<file path="config.mk">
export PLATFORM = sky130hd
export DESIGN_NAME = audio_clock_gen_cleaner
export DESIGN_NICKNAME = d
export VERILOG_FILES = /design/src/hw/audio_clock_pkg.sv /design/src/hw/cleaner_if.sv /design/src/hw/audio_clock_gen_cleaner.sv /design/src/hw/clock_cleaner.sv /design/src/hw/edge_divider.sv
export SDC_FILE = /design/constraint.sdc
export NUM_CORES = 1
export LEC_CHECK = 0
export BUFFER_PORTS_ARGS = -buffer_cell sky130_fd_sc_hd__clkbuf_2
export CORE_MARGIN = 2
export CORE_UTILIZATION = 45
export CTS_CLUSTER_DIAMETER = 80
export DETAILED_ROUTE_END_ITERATION = 7
export PLACE_DENSITY_LB_ADDON = 0.1
export SYNTH_ARGS = -nofsm -noshare
export SYNTH_HDL_FRONTEND = slang
export SYNTH_HIERARCHICAL = 1
export SYNTH_SLANG_ARGS = --single-unit
</file>
<file path="constraint.sdc">
create_clock -name sys_clk -period 11.35 [get_ports sys_clk]
set_clock_uncertainty 0.2 [all_clocks]
set_input_delay 2.27 -clock sys_clk [delete_from_list [all_inputs] [get_ports sys_clk]]
set_output_delay 2.27 -clock sys_clk [all_outputs]
set_load 0.01 [all_outputs]
</file>
<file path="src/hw/audio_clock_pkg.sv">
// Constants shared by the audio clock generator and clock cleaner.
// Assumes an 8-bit register port and a single 20 MHz system clock.
package audio_clock_pkg;
   // Register offsets
   localparam logic [7:0] ADDR_CONTROL  = 8'h30;
   localparam logic [7:0] ADDR_CTS0     = 8'h31;
   localparam logic [7:0] ADDR_CTS1     = 8'h32;
   localparam logic [7:0] ADDR_CTS2     = 8'h33;
   localparam logic [7:0] ADDR_N0       = 8'h34;
   localparam logic [7:0] ADDR_N1       = 8'h35;
   localparam logic [7:0] ADDR_N2_LOOP_FILTER_SHIFT = 8'h36;
   localparam logic [7:0] ADDR_STATUS   = 8'h37;

   // Reset values
   localparam logic [7:0] RESET_BYTE    = 8'h00;
   localparam logic [7:0] READ_UNMAPPED = 8'h00;

   // Control register field positions
   localparam int BIT_WORD_RATIO = 7;
   localparam int MCLK_RATIO_HI  = 6;
   localparam int MCLK_RATIO_LO  = 5;
   localparam int REF_SEL_HI     = 4;
   localparam int REF_SEL_LO     = 3;
   localparam int MODE_HI        = 2;
   localparam int MODE_LO        = 1;
   localparam int BIT_MASTER     = 0;

   // Divisor top / filter register fields
   localparam int SHIFT_HI = 7;
   localparam int SHIFT_LO = 4;
   localparam int NTOP_HI  = 3;
   localparam int NTOP_LO  = 0;

   // Status register fields
   localparam int IN_FILL_HI  = 5;
   localparam int IN_FILL_LO  = 3;
   localparam int OUT_FILL_HI = 2;
   localparam int OUT_FILL_LO = 0;

   // Ratios, held as counts of clock edges
   localparam logic [7:0] BITS_PER_WORD_64 = 8'h40;
   localparam logic [7:0] BITS_PER_WORD_32 = 8'h20;
   localparam logic [7:0] MCLK_RATIO_4     = 8'h04;
   localparam logic [7:0] MCLK_RATIO_2     = 8'h02;
   localparam logic [7:0] MCLK_RATIO_1     = 8'h01;
   localparam logic [7:0] MCLK_RATIO_8     = 8'h08;

   // Cleaner constants
   localparam logic [2:0] FILL_MAX      = 3'h7;
   localparam logic [2:0] FILL_HALF     = 3'h4;
   localparam logic [7:0] PERIOD_RESET  = 8'h10;
   localparam logic [7:0] PERIOD_STEP   = 8'h10;
   localparam logic [7:0] PERIOD_MIN    = 8'h01;
   localparam logic [7:0] PERIOD_MAX    = 8'hff;

   typedef enum logic [1:0] {
      CLEAN_OFF,
      CLEAN_RATIO_1,
      CLEAN_RATIO_2,
      CLEAN_RATIO_4
   } clean_mode_t;

   typedef enum logic [1:0] {
      REF_VCO_DIV8,
      REF_VCO_DIV4,
      REF_VCO_DIV2,
      REF_OSC
   } ref_sel_t;
endpackage

</file>
<file path="src/hw/cleaner_if.sv">
// Bundle between the top level and the digital clock cleaner.
// Assumes both ends run on sys_clk.
`timescale 1ns/10ps
interface cleaner_if;
   logic                      enable;
   audio_clock_pkg::ref_sel_t ref_sel;
   logic [3:0]                shift;
   logic                      vco_tick;
   logic                      osc_tick;
   logic                      raw_edge;
   logic                      clean_edge;
   logic [2:0]                in_fill;
   logic [2:0]                out_fill;
   audio_clock_pkg::clean_mode_t mode;

   modport ctrl (output enable, ref_sel, mode, shift, vco_tick, osc_tick, raw_edge,
                 input clean_edge, in_fill, out_fill);
   modport core (input enable, ref_sel, mode, shift, vco_tick, osc_tick, raw_edge,
                 output clean_edge, in_fill, out_fill);
endinterface

</file>
<file path="src/hw/audio_clock_gen_cleaner.sv">
// Audio clock generator and cleaner: register file, N/CTS regeneration,
// bit clock and word select generation, and pin direction control.
// Assumes a same-clock register port and VCO/oscillator ticks from sys_clk logic.
//
// How it works
// RL1: Control bit picks 64 or 32 bits/word
// RL2: Two-bit field picks master/bit ratio 4,2,1,8
// RL3: Nonzero mode cleans edges against divided reference
// RL4: Master bit drives both pins, enables generation
// RL5: Nonzero CTS and N regenerate master clock when the master bit is set
// RL6: Feedback step divided by two to coefficient
// RL7: Status shows input and output fill levels
`timescale 1ns/10ps
module audio_clock_gen_cleaner (
   // Clock and reset
   input  wire logic       sys_clk,
   input  wire logic       rst_n,
   // Register port
   input  wire logic [7:0] reg_addr,
   input  wire logic [7:0] reg_wdata,
   input  wire logic       reg_write,
   input  wire logic       reg_read,
   output logic      [7:0] reg_rdata,
   output logic            reg_rvalid,
   // Reference ticks
   input  wire logic       serializer_vco_clock,
   input  wire logic       always_on_oscillator,
   // Bit clock pin
   input  wire logic       bit_clock_pin_i,
   output logic            bit_clock_pin_o,
   output logic            bit_clock_pin_oe,
   // Word select pin
   input  wire logic       word_select_pin_i,
   output logic            word_select_pin_o,
   output logic            word_select_pin_oe,
   // Internal audio clocks
   output logic            audio_master_clock,
   output logic            audio_bit_clock,
   output logic            audio_word_select,
   output logic            clock_gen_enable
);
   import audio_clock_pkg::*;

   cleaner_if cif ();

   // Register file
   logic [7:0]  control_q,  control_d;
   logic [7:0]  cts0_q,     cts0_d;
   logic [7:0]  cts1_q,     cts1_d;
   logic [7:0]  cts2_q,     cts2_d;
   logic [7:0]  n0_q,       n0_d;
   logic [7:0]  n1_q,       n1_d;
   logic [7:0]  n2_loop_filter_shift_q, n2_loop_filter_shift_d;
   logic [7:0]  rdata_q,    rdata_d;
   logic        rvalid_q,   rvalid_d;
   logic [7:0]  status;

   // Decoded fields
   logic        master;
   logic [7:0]  bits_per_word_ratio;
   logic [7:0]  mclk_ratio;
   logic [3:0]  loop_filter_shift;
   logic [23:0] cts;
   logic [19:0] n_div;
   logic        regen_on;

   // Regeneration and generation state
   logic [24:0] acc_q,   acc_d;
   logic        mtick_q, mtick_d;
   logic        mclk_q,  mclk_d;
   logic        bclk_q,  bclk_d;
   logic        ws_q,    ws_d;
   logic        gen_edge;
   logic        ws_tick;
   logic        bit_edge;

   // Pin synchronisers
   logic [1:0]  bclk_sync_q;
   logic [1:0]  ws_sync_q;
   logic        bclk_in_prev_q;
   logic        slave_edge;

   function automatic logic [7:0] mclk_ratio_of(input logic [1:0] code);
      logic [7:0] r;
      r = MCLK_RATIO_4;
      unique case (code)
         2'b00: r = MCLK_RATIO_4;
         2'b01: r = MCLK_RATIO_2;
         2'b10: r = MCLK_RATIO_1;
         2'b11: r = MCLK_RATIO_8;
      endcase
      return r;
   endfunction

   always_comb begin
      master              = control_q[BIT_MASTER];
      bits_per_word_ratio = control_q[BIT_WORD_RATIO] ? BITS_PER_WORD_32 : BITS_PER_WORD_64; // RL1
      mclk_ratio          = mclk_ratio_of(control_q[MCLK_RATIO_HI:MCLK_RATIO_LO]); // RL2
      loop_filter_shift   = n2_loop_filter_shift_q[SHIFT_HI:SHIFT_LO];
      cts                 = {cts2_q, cts1_q, cts0_q}; // RL5
      n_div               = {n2_loop_filter_shift_q[NTOP_HI:NTOP_LO], n1_q, n0_q}; // RL5
      regen_on            = master && (cts != 24'h00_0000) && (n_div != 20'h0_0000); // RL5
      status              = 8'h00;
      status[IN_FILL_HI:IN_FILL_LO]   = cif.in_fill; // RL7
      status[OUT_FILL_HI:OUT_FILL_LO] = cif.out_fill; // RL7
   end

   // Register writes and reads; status is read-only, unmapped reads give zero
   always_comb begin
      control_d  = control_q;
      cts0_d     = cts0_q;
      cts1_d     = cts1_q;
      cts2_d     = cts2_q;
      n0_d       = n0_q;
      n1_d       = n1_q;
      n2_loop_filter_shift_d = n2_loop_filter_shift_q;
      rvalid_d   = reg_read;
      rdata_d    = rdata_q;
      if (reg_write) begin
         unique case (reg_addr)
            ADDR_CONTROL:  control_d  = reg_wdata;
            ADDR_CTS0:     cts0_d     = reg_wdata;
            ADDR_CTS1:     cts1_d     = reg_wdata;
            ADDR_CTS2:     cts2_d     = reg_wdata;
            ADDR_N0:       n0_d       = reg_wdata;
            ADDR_N1:       n1_d       = reg_wdata;
            ADDR_N2_LOOP_FILTER_SHIFT: n2_loop_filter_shift_d = reg_wdata;
            default:       control_d  = control_q;
         endcase
      end
      if (reg_read) begin
         unique case (reg_addr)
            ADDR_CONTROL:  rdata_d = control_q;
            ADDR_CTS0:     rdata_d = cts0_q;
            ADDR_CTS1:     rdata_d = cts1_q;
            ADDR_CTS2:     rdata_d = cts2_q;
            ADDR_N0:       rdata_d = n0_q;
            ADDR_N1:       rdata_d = n1_q;
            ADDR_N2_LOOP_FILTER_SHIFT: rdata_d = n2_loop_filter_shift_q;
            ADDR_STATUS:   rdata_d = status; // RL7
            default:       rdata_d = READ_UNMAPPED;
         endcase
      end
   end

   always_ff @(posedge sys_clk or negedge rst_n) begin
      if (!rst_n) begin
         control_q  <= RESET_BYTE;
         cts0_q     <= RESET_BYTE;
         cts1_q     <= RESET_BYTE;
         cts2_q     <= RESET_BYTE;
         n0_q       <= RESET_BYTE;
         n1_q       <= RESET_BYTE;
         n2_loop_filter_shift_q <= RESET_BYTE;
         rdata_q    <= RESET_BYTE;
         rvalid_q   <= 1'b0;
      end else begin
         control_q  <= control_d;
         cts0_q     <= cts0_d;
         cts1_q     <= cts1_d;
         cts2_q     <= cts2_d;
         n0_q       <= n0_d;
         n1_q       <= n1_d;
         n2_loop_filter_shift_q <= n2_loop_filter_shift_d;
         rdata_q    <= rdata_d;
         rvalid_q   <= rvalid_d;
      end
   end

   // Fractional N/CTS accumulator; one master clock edge per CTS worth of N.
   // Only one edge per sys_clk cycle, so N above CTS saturates the rate.
   always_comb begin
      acc_d   = acc_q;
      mtick_d = 1'b0;
      mclk_d  = mclk_q;
      if (!regen_on) begin
         acc_d  = 25'h000_0000;
         mclk_d = 1'b0;
      end else if (acc_q + {5'h00, n_div} >= {1'b0, cts}) begin
         acc_d   = 25'(acc_q + {5'h00, n_div} - {1'b0, cts}); // RL5
         mtick_d = 1'b1;
         mclk_d  = !mclk_q;
      end else begin
         acc_d = 25'(acc_q + {5'h00, n_div}); // RL5
      end
   end

   always_ff @(posedge sys_clk or negedge rst_n) begin
      if (!rst_n) begin
         acc_q   <= 25'h000_0000;
         mtick_q <= 1'b0;
         mclk_q  <= 1'b0;
      end else begin
         acc_q   <= acc_d;
         mtick_q <= mtick_d;
         mclk_q  <= mclk_d;
      end
   end

   // Master clock edges divided down to bit clock edges
   edge_divider #(.W(8)) u_bit_div (
      .sys_clk  (sys_clk),
      .rst_n    (rst_n),
      .clear    (!regen_on),
      .ratio    (mclk_ratio), // RL2
      .tick_in  (mtick_q),
      .tick_out (gen_edge)
   );

   // Pins from outside pass two flip-flops before use
   always_ff @(posedge sys_clk or negedge rst_n) begin
      if (!rst_n) begin
         bclk_sync_q    <= 2'b00;
         ws_sync_q      <= 2'b00;
         bclk_in_prev_q <= 1'b0;
      end else begin
         bclk_sync_q    <= {bclk_sync_q[0], bit_clock_pin_i};
         ws_sync_q      <= {ws_sync_q[0], word_select_pin_i};
         bclk_in_prev_q <= bclk_sync_q[1];
      end
   end

   assign slave_edge = bclk_sync_q[1] != bclk_in_prev_q;

   // Cleaner hookup; edges bypass it when the mode is off
   assign cif.enable   = control_q[MODE_HI:MODE_LO] != 2'b00; // RL3
   assign cif.mode     = clean_mode_t'(control_q[MODE_HI:MODE_LO]);
   assign cif.ref_sel  = ref_sel_t'(control_q[REF_SEL_HI:REF_SEL_LO]);
   assign cif.shift    = loop_filter_shift; // RL6
   assign cif.vco_tick = serializer_vco_clock;
   assign cif.osc_tick = always_on_oscillator;
   assign cif.raw_edge = master ? gen_edge : slave_edge; // RL3
   assign bit_edge     = cif.enable ? cif.clean_edge : cif.raw_edge; // RL3

   clock_cleaner u_cleaner (
      .sys_clk (sys_clk),
      .rst_n   (rst_n),
      .cif     (cif)
   );

   // Word select toggles after one word's worth of bit clock edges
   edge_divider #(.W(8)) u_ws_div (
      .sys_clk  (sys_clk),
      .rst_n    (rst_n),
      .clear    (!master),
      .ratio    (bits_per_word_ratio), // RL1
      .tick_in  (master && bit_edge),
      .tick_out (ws_tick)
   );

   always_comb begin
      bclk_d = bclk_q;
      ws_d   = ws_q;
      if (master) begin
         if (bit_edge) begin
            bclk_d = !bclk_q; // RL4
         end
         if (ws_tick) begin
            ws_d = !ws_q; // RL4
         end
      end else begin
         // Slave: internal clocks follow the synchronised pins
         if (bit_edge) begin
            bclk_d = bclk_sync_q[1];
         end
         ws_d = ws_sync_q[1];
      end
   end

   always_ff @(posedge sys_clk or negedge rst_n) begin
      if (!rst_n) begin
         bclk_q <= 1'b0;
         ws_q   <= 1'b0;
      end else begin
         bclk_q <= bclk_d;
         ws_q   <= ws_d;
      end
   end

   assign reg_rdata          = rdata_q;
   assign reg_rvalid         = rvalid_q;
   assign bit_clock_pin_o    = master ? bclk_q : 1'b0;
   assign word_select_pin_o  = master ? ws_q : 1'b0;
   assign bit_clock_pin_oe   = master; // RL4
   assign word_select_pin_oe = master; // RL4
   assign clock_gen_enable   = master; // RL4
   assign audio_master_clock = mclk_q;
   assign audio_bit_clock    = bclk_q;
   assign audio_word_select  = ws_q;
endmodule

</file>
<file path="src/hw/clock_cleaner.sv">
// Digital clock cleaner: buffers raw clock edges and replays them evenly.
// Assumes one sys_clk domain; reference ticks are one-cycle enables.
`timescale 1ns/10ps
module clock_cleaner (
   // Clock and reset
   input  wire logic sys_clk,
   input  wire logic rst_n,
   // Cleaner bundle
   cleaner_if.core   cif
);
   import audio_clock_pkg::*;

   logic [7:0] ref_ratio;
   logic       ref_src;
   logic       ref_strobe;
   logic [2:0] in_fill_q,  in_fill_d;
   logic [2:0] out_fill_q, out_fill_d;
   logic [7:0] period_q,   period_d;
   logic [7:0] timer_q,    timer_d;
   logic       edge_q,     edge_d;
   logic       move;
   logic [7:0] step;

   // Reference: VCO divided by 8, 4 or 2, or the oscillator, then by the mode ratio
   always_comb begin
      ref_src   = cif.vco_tick;
      ref_ratio = 8'h01;
      unique case (cif.ref_sel)
         REF_VCO_DIV8: ref_ratio = 8'h08;
         REF_VCO_DIV4: ref_ratio = 8'h04;
         REF_VCO_DIV2: ref_ratio = 8'h02;
         REF_OSC: begin
            ref_src   = cif.osc_tick;
            ref_ratio = 8'h01;
         end
      endcase
      unique case (cif.mode)
         CLEAN_OFF:     ref_ratio = ref_ratio;
         CLEAN_RATIO_1: ref_ratio = ref_ratio;
         CLEAN_RATIO_2: ref_ratio = 8'(ref_ratio << 1);
         CLEAN_RATIO_4: ref_ratio = 8'(ref_ratio << 2);
      endcase
   end // RL3

   edge_divider #(.W(8)) u_ref_div (
      .sys_clk  (sys_clk),
      .rst_n    (rst_n),
      .clear    (!cif.enable),
      .ratio    (ref_ratio),
      .tick_in  (ref_src),
      .tick_out (ref_strobe)
   );

   // Feedback step shrinks by a power of two per filter coefficient
   assign step = PERIOD_STEP >> cif.shift; // RL6
   assign move = ref_strobe && (in_fill_q != 3'h0) && (out_fill_q != FILL_MAX);

   always_comb begin
      in_fill_d  = in_fill_q;
      out_fill_d = out_fill_q;
      period_d   = period_q;
      timer_d    = timer_q;
      edge_d     = 1'b0;
      if (!cif.enable) begin
         in_fill_d  = 3'h0;
         out_fill_d = 3'h0;
         period_d   = PERIOD_RESET;
         timer_d    = 8'h00;
      end else begin
         // A raw edge and a transfer in one cycle cancel, so no edge is lost
         if (cif.raw_edge && !move && in_fill_q != FILL_MAX) begin
            in_fill_d = in_fill_q + 3'h1;
         end else if (move && !cif.raw_edge) begin
            in_fill_d = in_fill_q - 3'h1;
         end
         if (timer_q != PERIOD_MAX) begin
            timer_d = timer_q + 8'h01;
         end
         if (timer_q >= period_q && out_fill_q != 3'h0) begin
            edge_d     = 1'b1;
            timer_d    = 8'h00;
            out_fill_d = move ? out_fill_q : out_fill_q - 3'h1;
            if (out_fill_q > FILL_HALF) begin
               period_d = (period_q > PERIOD_MIN + step) ? period_q - step : PERIOD_MIN; // RL6
            end else if (out_fill_q < FILL_HALF) begin
               period_d = (period_q < PERIOD_MAX - step) ? period_q + step : PERIOD_MAX; // RL6
            end
         end else if (move) begin
            out_fill_d = out_fill_q + 3'h1;
         end
      end
   end // RL3

   always_ff @(posedge sys_clk or negedge rst_n) begin
      if (!rst_n) begin
         in_fill_q  <= 3'h0;
         out_fill_q <= 3'h0;
         period_q   <= PERIOD_RESET;
         timer_q    <= 8'h00;
         edge_q     <= 1'b0;
      end else begin
         in_fill_q  <= in_fill_d;
         out_fill_q <= out_fill_d;
         period_q   <= period_d;
         timer_q    <= timer_d;
         edge_q     <= edge_d;
      end
   end

   assign cif.clean_edge = edge_q;
   assign cif.in_fill    = in_fill_q; // RL7
   assign cif.out_fill   = out_fill_q; // RL7
endmodule

</file>
<file path="src/hw/edge_divider.sv">
// Divides a stream of one-cycle ticks by a programmable ratio.
// Assumes ticks and ratio are on sys_clk; a ratio of zero acts as one.
`timescale 1ns/10ps
module edge_divider #(
   parameter int W = 8
) (
   // Clock and reset
   input  wire logic         sys_clk,
   input  wire logic         rst_n,
   // Control
   input  wire logic         clear,
   input  wire logic [W-1:0] ratio,
   // Ticks
   input  wire logic         tick_in,
   output logic              tick_out
);
   logic [W-1:0] cnt_q;
   logic [W-1:0] cnt_d;
   logic         out_q;
   logic         out_d;

   always_comb begin
      cnt_d = cnt_q;
      out_d = 1'b0;
      if (clear) begin
         cnt_d = '0;
      end else if (tick_in) begin
         if (cnt_q + W'(1) >= ratio) begin
            cnt_d = '0;
            out_d = 1'b1;
         end else begin
            cnt_d = cnt_q + W'(1);
         end
      end
   end

   always_ff @(posedge sys_clk or negedge rst_n) begin
      if (!rst_n) begin
         cnt_q <= '0;
         out_q <= 1'b0;
      end else begin
         cnt_q <= cnt_d;
         out_q <= out_d;
      end
   end

   assign tick_out = out_q;
endmodule
</file>
Yosys cells after proc, flatten, opt, wreduce, memory -nomap -nowiden
Cells that the tools add are included.
Widths: inputs -> output; s select.
{ "totals": {"reg_bits": 149, "wordCells": 173} }
{ "classes": {"addsub": 14, "magnitude_cmp": 9, "n_eq_ne": 32, "shifts": 1, "n_mux": 57, "n_reduce_logical": 32} }
{ "ops": {"columns": ["op", "count"], "rows": [
  ["$mux 8", 18],
  ["$eq 8x6->1 const B", 8],
  ["$pmux 8 s4", 2],
  ["$pmux 8 s8", 1],
  ["$mux 25", 2],
  ["$add 8x1->8 const B", 4],
  ["$add 25x20->25", 1],
  ["$ge 25x24->1", 1],
  ["$mux 1", 25],
  ["$sub 25x24->25", 1],
  ["$ge 8x8->1", 3],
  ["$pmux 8 s3", 1],
  ["$reduce_bool 24->1", 1],
  ["$mux 3", 7],
  ["$reduce_bool 20->1", 1],
  ["$reduce_and 2->1", 9],
  ["$eq 2x2->1 const B", 6],
  ["$ne 2x1->1 const B", 6],
  ["$ne 3x1->1 const B", 4],
  ["$logic_and 1x1->1", 9],
  ["$ne 3x3->1 const B", 3],
  ["$add 1x8->8 const A", 1],
  ["$add 8x8->8", 1],
  ["$ge 8x7->1", 1],
  ["18 further kinds", 29]
]} }

Depth between registers and ports, before layout
{ "depth": {"ltp_word": 8, "ltp_mapped": 20, "ltp_nobuf": 17} }

Hierarchy
Netlist, hierarchy kept.
{ "by_module_without_submodules": {"columns": ["module", "n_inst", "cells_each", "area_per_inst_um2"], "rows": [
  ["audio_clock_gen_cleaner", 1, 739, 6947.9],
  ["clock_cleaner", 1, 283, 2496.1],
  ["edge_divider", 3, 67, 648.1]
]} }

Least setup slack after synthesis
OpenSTA, ideal clock, no wires.
{ "synth_path": {"path_type": "register -> register", "startpoint": "reg n0_q[0]", "endpoint": "reg acc_q[22]", "arrival_time_ns": 4.142, "t_required_ns": 11.012, "path_slack_ns": 6.871, "path_stages_with_launch": 21, "n_path_buf": 3, "period_less_slack_ns": 4.479, "cell_sequence": "dfrtp_1 ha_1 fa_1 a211oi_1 o211ai_1 a31oi_1 o21bai_1 a21oi_1 xnor2_1 ha_1 buf_2 a21oi_1 o21ai_0 and2_2 a211oi_2 nand4_2 and4_1 buf_6 buf_12 o211ai_1 a21oi_1"} }
{ "synth_via": {"elab_chain_len": 4, "elab_cells_between_ends": 7} }
{ "synth_rtl": {"columns": ["element", "line", "source"], "rows": [
  ["from (decl)", "audio_clock_gen_cleaner.sv:51", "logic [7:0] n0_q, n0_d;"],
  ["from (signal assigned)", "audio_clock_gen_cleaner.sv:162", "n0_q <= n0_d;"],
  ["$add 25x20->25", "audio_clock_gen_cleaner.sv:179, audio_clock_gen_cleaner.sv:180, audio_clock_gen_cleaner.sv:184", null],
  ["$sub 25x24->25 / $ge 25x24->1 (equally long branches)", "audio_clock_gen_cleaner.sv:180, audio_clock_gen_cleaner.sv:179", null],
  ["$mux 25", "audio_clock_gen_cleaner.sv:179", "end else if (acc_q + {5'h00, n_div} >= {1'b0, cts}) begin"],
  ["$mux 25 *", "audio_clock_gen_cleaner.sv:176", "if (!regen_on) begin"],
  ["via acc_d[22]", "audio_clock_gen_cleaner.sv:68", "logic [24:0] acc_q, acc_d;"],
  ["to (signal assigned)", "audio_clock_gen_cleaner.sv:190", "acc_q <= 25'h000_0000;"],
  ["to (signal assigned)", "audio_clock_gen_cleaner.sv:194", "acc_q <= acc_d;"],
  ["to (decl)", "audio_clock_gen_cleaner.sv:68", null]
]} }
The timed path passes the listed nets; every way through them passes the cells marked *.
A chain may end at the register's enable or synchronous reset.

Final worst setup path
{ "layout_path": {"startpoint": "reg n0_q[0]", "endpoint": "reg acc_q[4]"} }
The elaborated chain is that of the path after synthesis.

==> run_results.csv <==
group,metric,value,unit
final_layout,n_antenna_cell,0,
floorplan,core,0.02504,mm^2
setup_path,required,11.50,ns
timing,hold_ws,0.1518,ns
floorplan,die_area,0.02660,mm^2
setup_path,crit_path_top_delay_cell,"and4_1",
final_layout,layout.nets,1384,
synthesis,yosys_warnings,6,
power_and_ir_drop,leakage,5.758,nW
final_layout,nFillCells,2321,
cts,clk_pin_slew_worst_paths,0.07,ns
setup_path,startpoint_type,"flop",
placed_design,port_buffers,40,
setup_path,worstPathCellList,"ha_1 > fa_1 > a211oi_1 > o211ai_1 > a31oi_1 > o21bai_1 > a21oi_1 > xnor2_1 > ha_1 > nand4_1 > a2111o_1 > nand4_2 > and4_1 > o21ai_0 > a21oi_1",
cts,cts.sinks,149,
synthesis,synth_flop_cell,"dfrtp_1",
cts,hold_buffers,0,
floorplan,ios,41,
synthesis,synth.avg_cell_area,9.312,um^2
synthesis,synthTopCellsByCount,"dfrtp_1 (148), ha_1 (97), inv_1 (90), nor2_1 (90), a21oi_1 (72)",
synthesis,synth-seq-cells,149,
cts,postCtsSetupRepairBufs,0,
global_routing,grt.overflow.total,0,
floorplan,rows,58,
final_layout,multiInputGateArea,0.007101,mm^2
worst_hold_path,whs_endpoint,"bclk_sync_q[1]",
cts,cts_tree,"built",
final_layout,utilization,49.65,%
global_routing,grt_pass1_wl,50.77,mm
synthesis,synth_top_area_share,32.52,%
final_layout,syn_to_final_growth,9.141,%
setup_path,endpoint_kind,"flop",
synthesis,yosysTopAreaCell,"dfrtp_1",
cts,root_buffer,"clkbuf_16",
final_layout,seqCellArea,0.003730,mm^2
power_and_ir_drop,ir_drop,0.00009126,V
synthesis,yosys-top-cells-area,"dfrtp_1 (33%), ha_1 (11%), mux2_2 (5.9%)",
setup_path,critical_path.max_stage_delay,0.91,ns
setup_path,reg2reg_setup_slack,5.94,ns
setup_path,rr_worst_depth,15,
route,routedWlPerCell,19.86,um
floorplan,die_y,163.1,um
timing,fin_crit,5.407,ns
global_routing,grt_max_degree,91,
cts,htree_levels,4,
timing,rsz0062_at_grt,"false",
route,antenna_left,0,
route,vias,9602,
timing,tns,0,ns
synthesis,postSynth.asyncResetShare,100.0,%
route,drtIter0Drc,940,
setup_path,path_max_fanout,27,
power_and_ir_drop,power_density,130.3,mW/mm^2
setup_path,r2r_start,"n0_q[0]",
run_status,status,"complete, no violations",
power_and_ir_drop,finalPower,1.619,mW
synthesis,ys_types,97,
global_routing,grt_antenna_before_repair,0,
final_layout,drive_gt1_share,15.20,%
route,drc,0,
timing,fin_crit_sh,47.64,%
timing,setup_viol,0,
global_routing,grt_usage,24.60,%
synthesis,synth_area,0.01139,mm^2
timing,slew_headroom,29.95,%
route,postRouteWirelength,31.78,mm
cts,cts.path.max_buffers,2,
worst_hold_path,hp-start,"bclk_sync_q[0]",
worst_hold_path,holdPathStages,0,
cts,post_cts_resized,0,
setup_path,worstPathArrival,5.56,ns
placed_design,dp_hpwl,23.56,mm
timing,worstMarginPinSlew,1.051,ns
route,vias_per_cell,6.001,
floorplan,initial_utilization,45.49,%
worst_hold_path,hold_class,"flop to flop",
floorplan,die_w,163.1,um
synthesis,synth_edf_count,0,
setup_path,critPathKind,"flop to flop",
timing,finalHoldViolations,0,
cts,clk_latency,0.43,ns
run,maxCapViolations,0,
setup_path,r2r_end,"acc_q[4]",
synthesis,netlist_instances,1223,
route,drt_pass1_iterations,7,
synthesis,synth.most_common_cell,"dfrtp_1",
timing,final_max_slew_viol_count,0,
synthesis,yosysSeqAreaShare,32.75,%
global_routing,grt_pass1_vias,9263,
placed_design,place_congestion,0.8949,
cts,numCtsBuffers,17,
timing,max_freq,184.9,MHz
## cell families (layout without fill, tap and decap cells)
| kind of cell | count (synthesis) | after routing | synth area share [%] |
|---|---|---|---|
| AND/OR/NAND/NOR | 363 | 363 | 16.81 |
| adder cells (fa/ha/maj) | 103 | 103 | 11.71 |
| AO/OA/AOI/OAI | 343 | 343 | 21.70 |
| other | 3 | 13 | 0.09887 |
| XOR/XNOR | 65 | 65 | 5.065 |
| multiplexers | 68 | 68 | 6.636 |
| flip-flops | 149 | 149 | 32.75 |
| buffers and inverters | 129 | 166 | 5.230 |
## cell type report
cell class | count | area share, %
well taps | 330 | 3.322
flip-flops and latches | 149 | 30.01
multi-input cells | 955 | 57.13
clock buffers | 17 | 3.423
inverters | 90 | 2.718
clock inverters | 15 | 1.500
repair buffers | 44 | 1.903
## worst max-delay path by stage
stage          cells after the start                  to    start
6_report                          15            acc_q[4]  n0_q[0]
5_1_grt                           15            acc_q[6]  n0_q[0]
4_1_cts                           15  audio_master_clock  n0_q[0]
3_5_place_dp                      15  audio_master_clock  n0_q[0]
3_3_place_gp                      15  audio_master_clock  n0_q[0]
2_1_floorplan                     20           acc_q[22]  n0_q[0]
## worst max-delay path: cells and delay by family (launching register included)
family	cells	cell delay [ns]
compound gates	8	2.11
simple gates	3	1.34
fa+ha+maj	3	1.13
flops	1	0.42
xor+xnor	1	0.11
## cells in the final DEF (no fill, tap or decap), types with 5 or more instances in the layout
cell | Yosys | final
nor3_1 | 20 | 20
nand2b_1 | 15 | 15
a31oi_1 | 20 | 20
a21oi_1 | 72 | 72
or3_1 | 6 | 6
clkbuf_16 | 0 | 17
a211oi_2 | 5 | 5
dfrtp_1 | 148 | 148
and3_2 | 6 | 6
a22o_1 | 31 | 31
mux2_2 | 60 | 60
mux2i_1 | 8 | 8
or2b_2 | 5 | 5
conb_1 | 3 | 13
inv_1 | 90 | 90
ha_1 | 97 | 97
clkbuf_2 | 0 | 39
a221oi_1 | 14 | 14
o21bai_1 | 6 | 6
nor2b_1 | 14 | 14
fa_1 | 6 | 6
o2111ai_1 | 6 | 6
xor2_1 | 22 | 22
a22oi_1 | 5 | 5
o21ai_0 | 54 | 54
a211oi_1 | 13 | 13
nand3b_1 | 7 | 7
and2_1 | 5 | 5
nand2_1 | 71 | 71
nand3_1 | 51 | 51
xnor2_1 | 42 | 42
o21ai_1 | 9 | 9
nand4_1 | 12 | 12
o21a_1 | 9 | 9
nor2_1 | 90 | 90
o211ai_1 | 18 | 18
and3_1 | 13 | 13
a21o_1 | 17 | 17
nor4_1 | 16 | 16
## state kept, by name, summed over array words and instances, names as in the netlist, 2 cells and up
signal,cells
u_cleaner/u_ref_div/cnt_q,8
acc_q,25
u_cleaner/timer_q,8
control_q,8
cts0_q,8
u_cleaner/period_q,8
n2_loop_filter_shift_q,8
n1_q,8
u_ws_div/cnt_q,8
n0_q,8
cts1_q,8
reg_rdata,8
ws_sync_q,2
u_cleaner/cif.in_fill,3
u_cleaner/cif.out_fill,3
bclk_sync_q,2
u_bit_div/cnt_q,8
cts2_q,8
## metal layers
layer  global-route usage (%)  vias up  wire (um)
met4                    7.924        0        771
met1                    35.01     4650      15050
met2                    37.58      328      13760
met3                    4.901       51       2190
met5                        0        -          0
li1                         -     4573          -
## power by group
| group | leakage, nW | switching [mW] | internal [mW] |
|---|---|---|---|
| clock network | 0.287 | 0.265 | 0.334 |
| registers | 2.04 | 0.0242 | 0.547 |
| logic | 3.43 | 0.280 | 0.169 |
| total | 5.76 | 0.569 | 1.05 |
## through the flow
step	setup WS, ns	std cells	instance area [um^2]
after global routing	5.470	1600	12430
after CTS	5.938	1600	12430
final	5.943	1600	12430
after global placement	6.078	1568	11820
after floorplan	6.871	1233	11430
after detailed placement	5.961	1568	11820
Note: power is estimated with default switching activity, not from simulation.
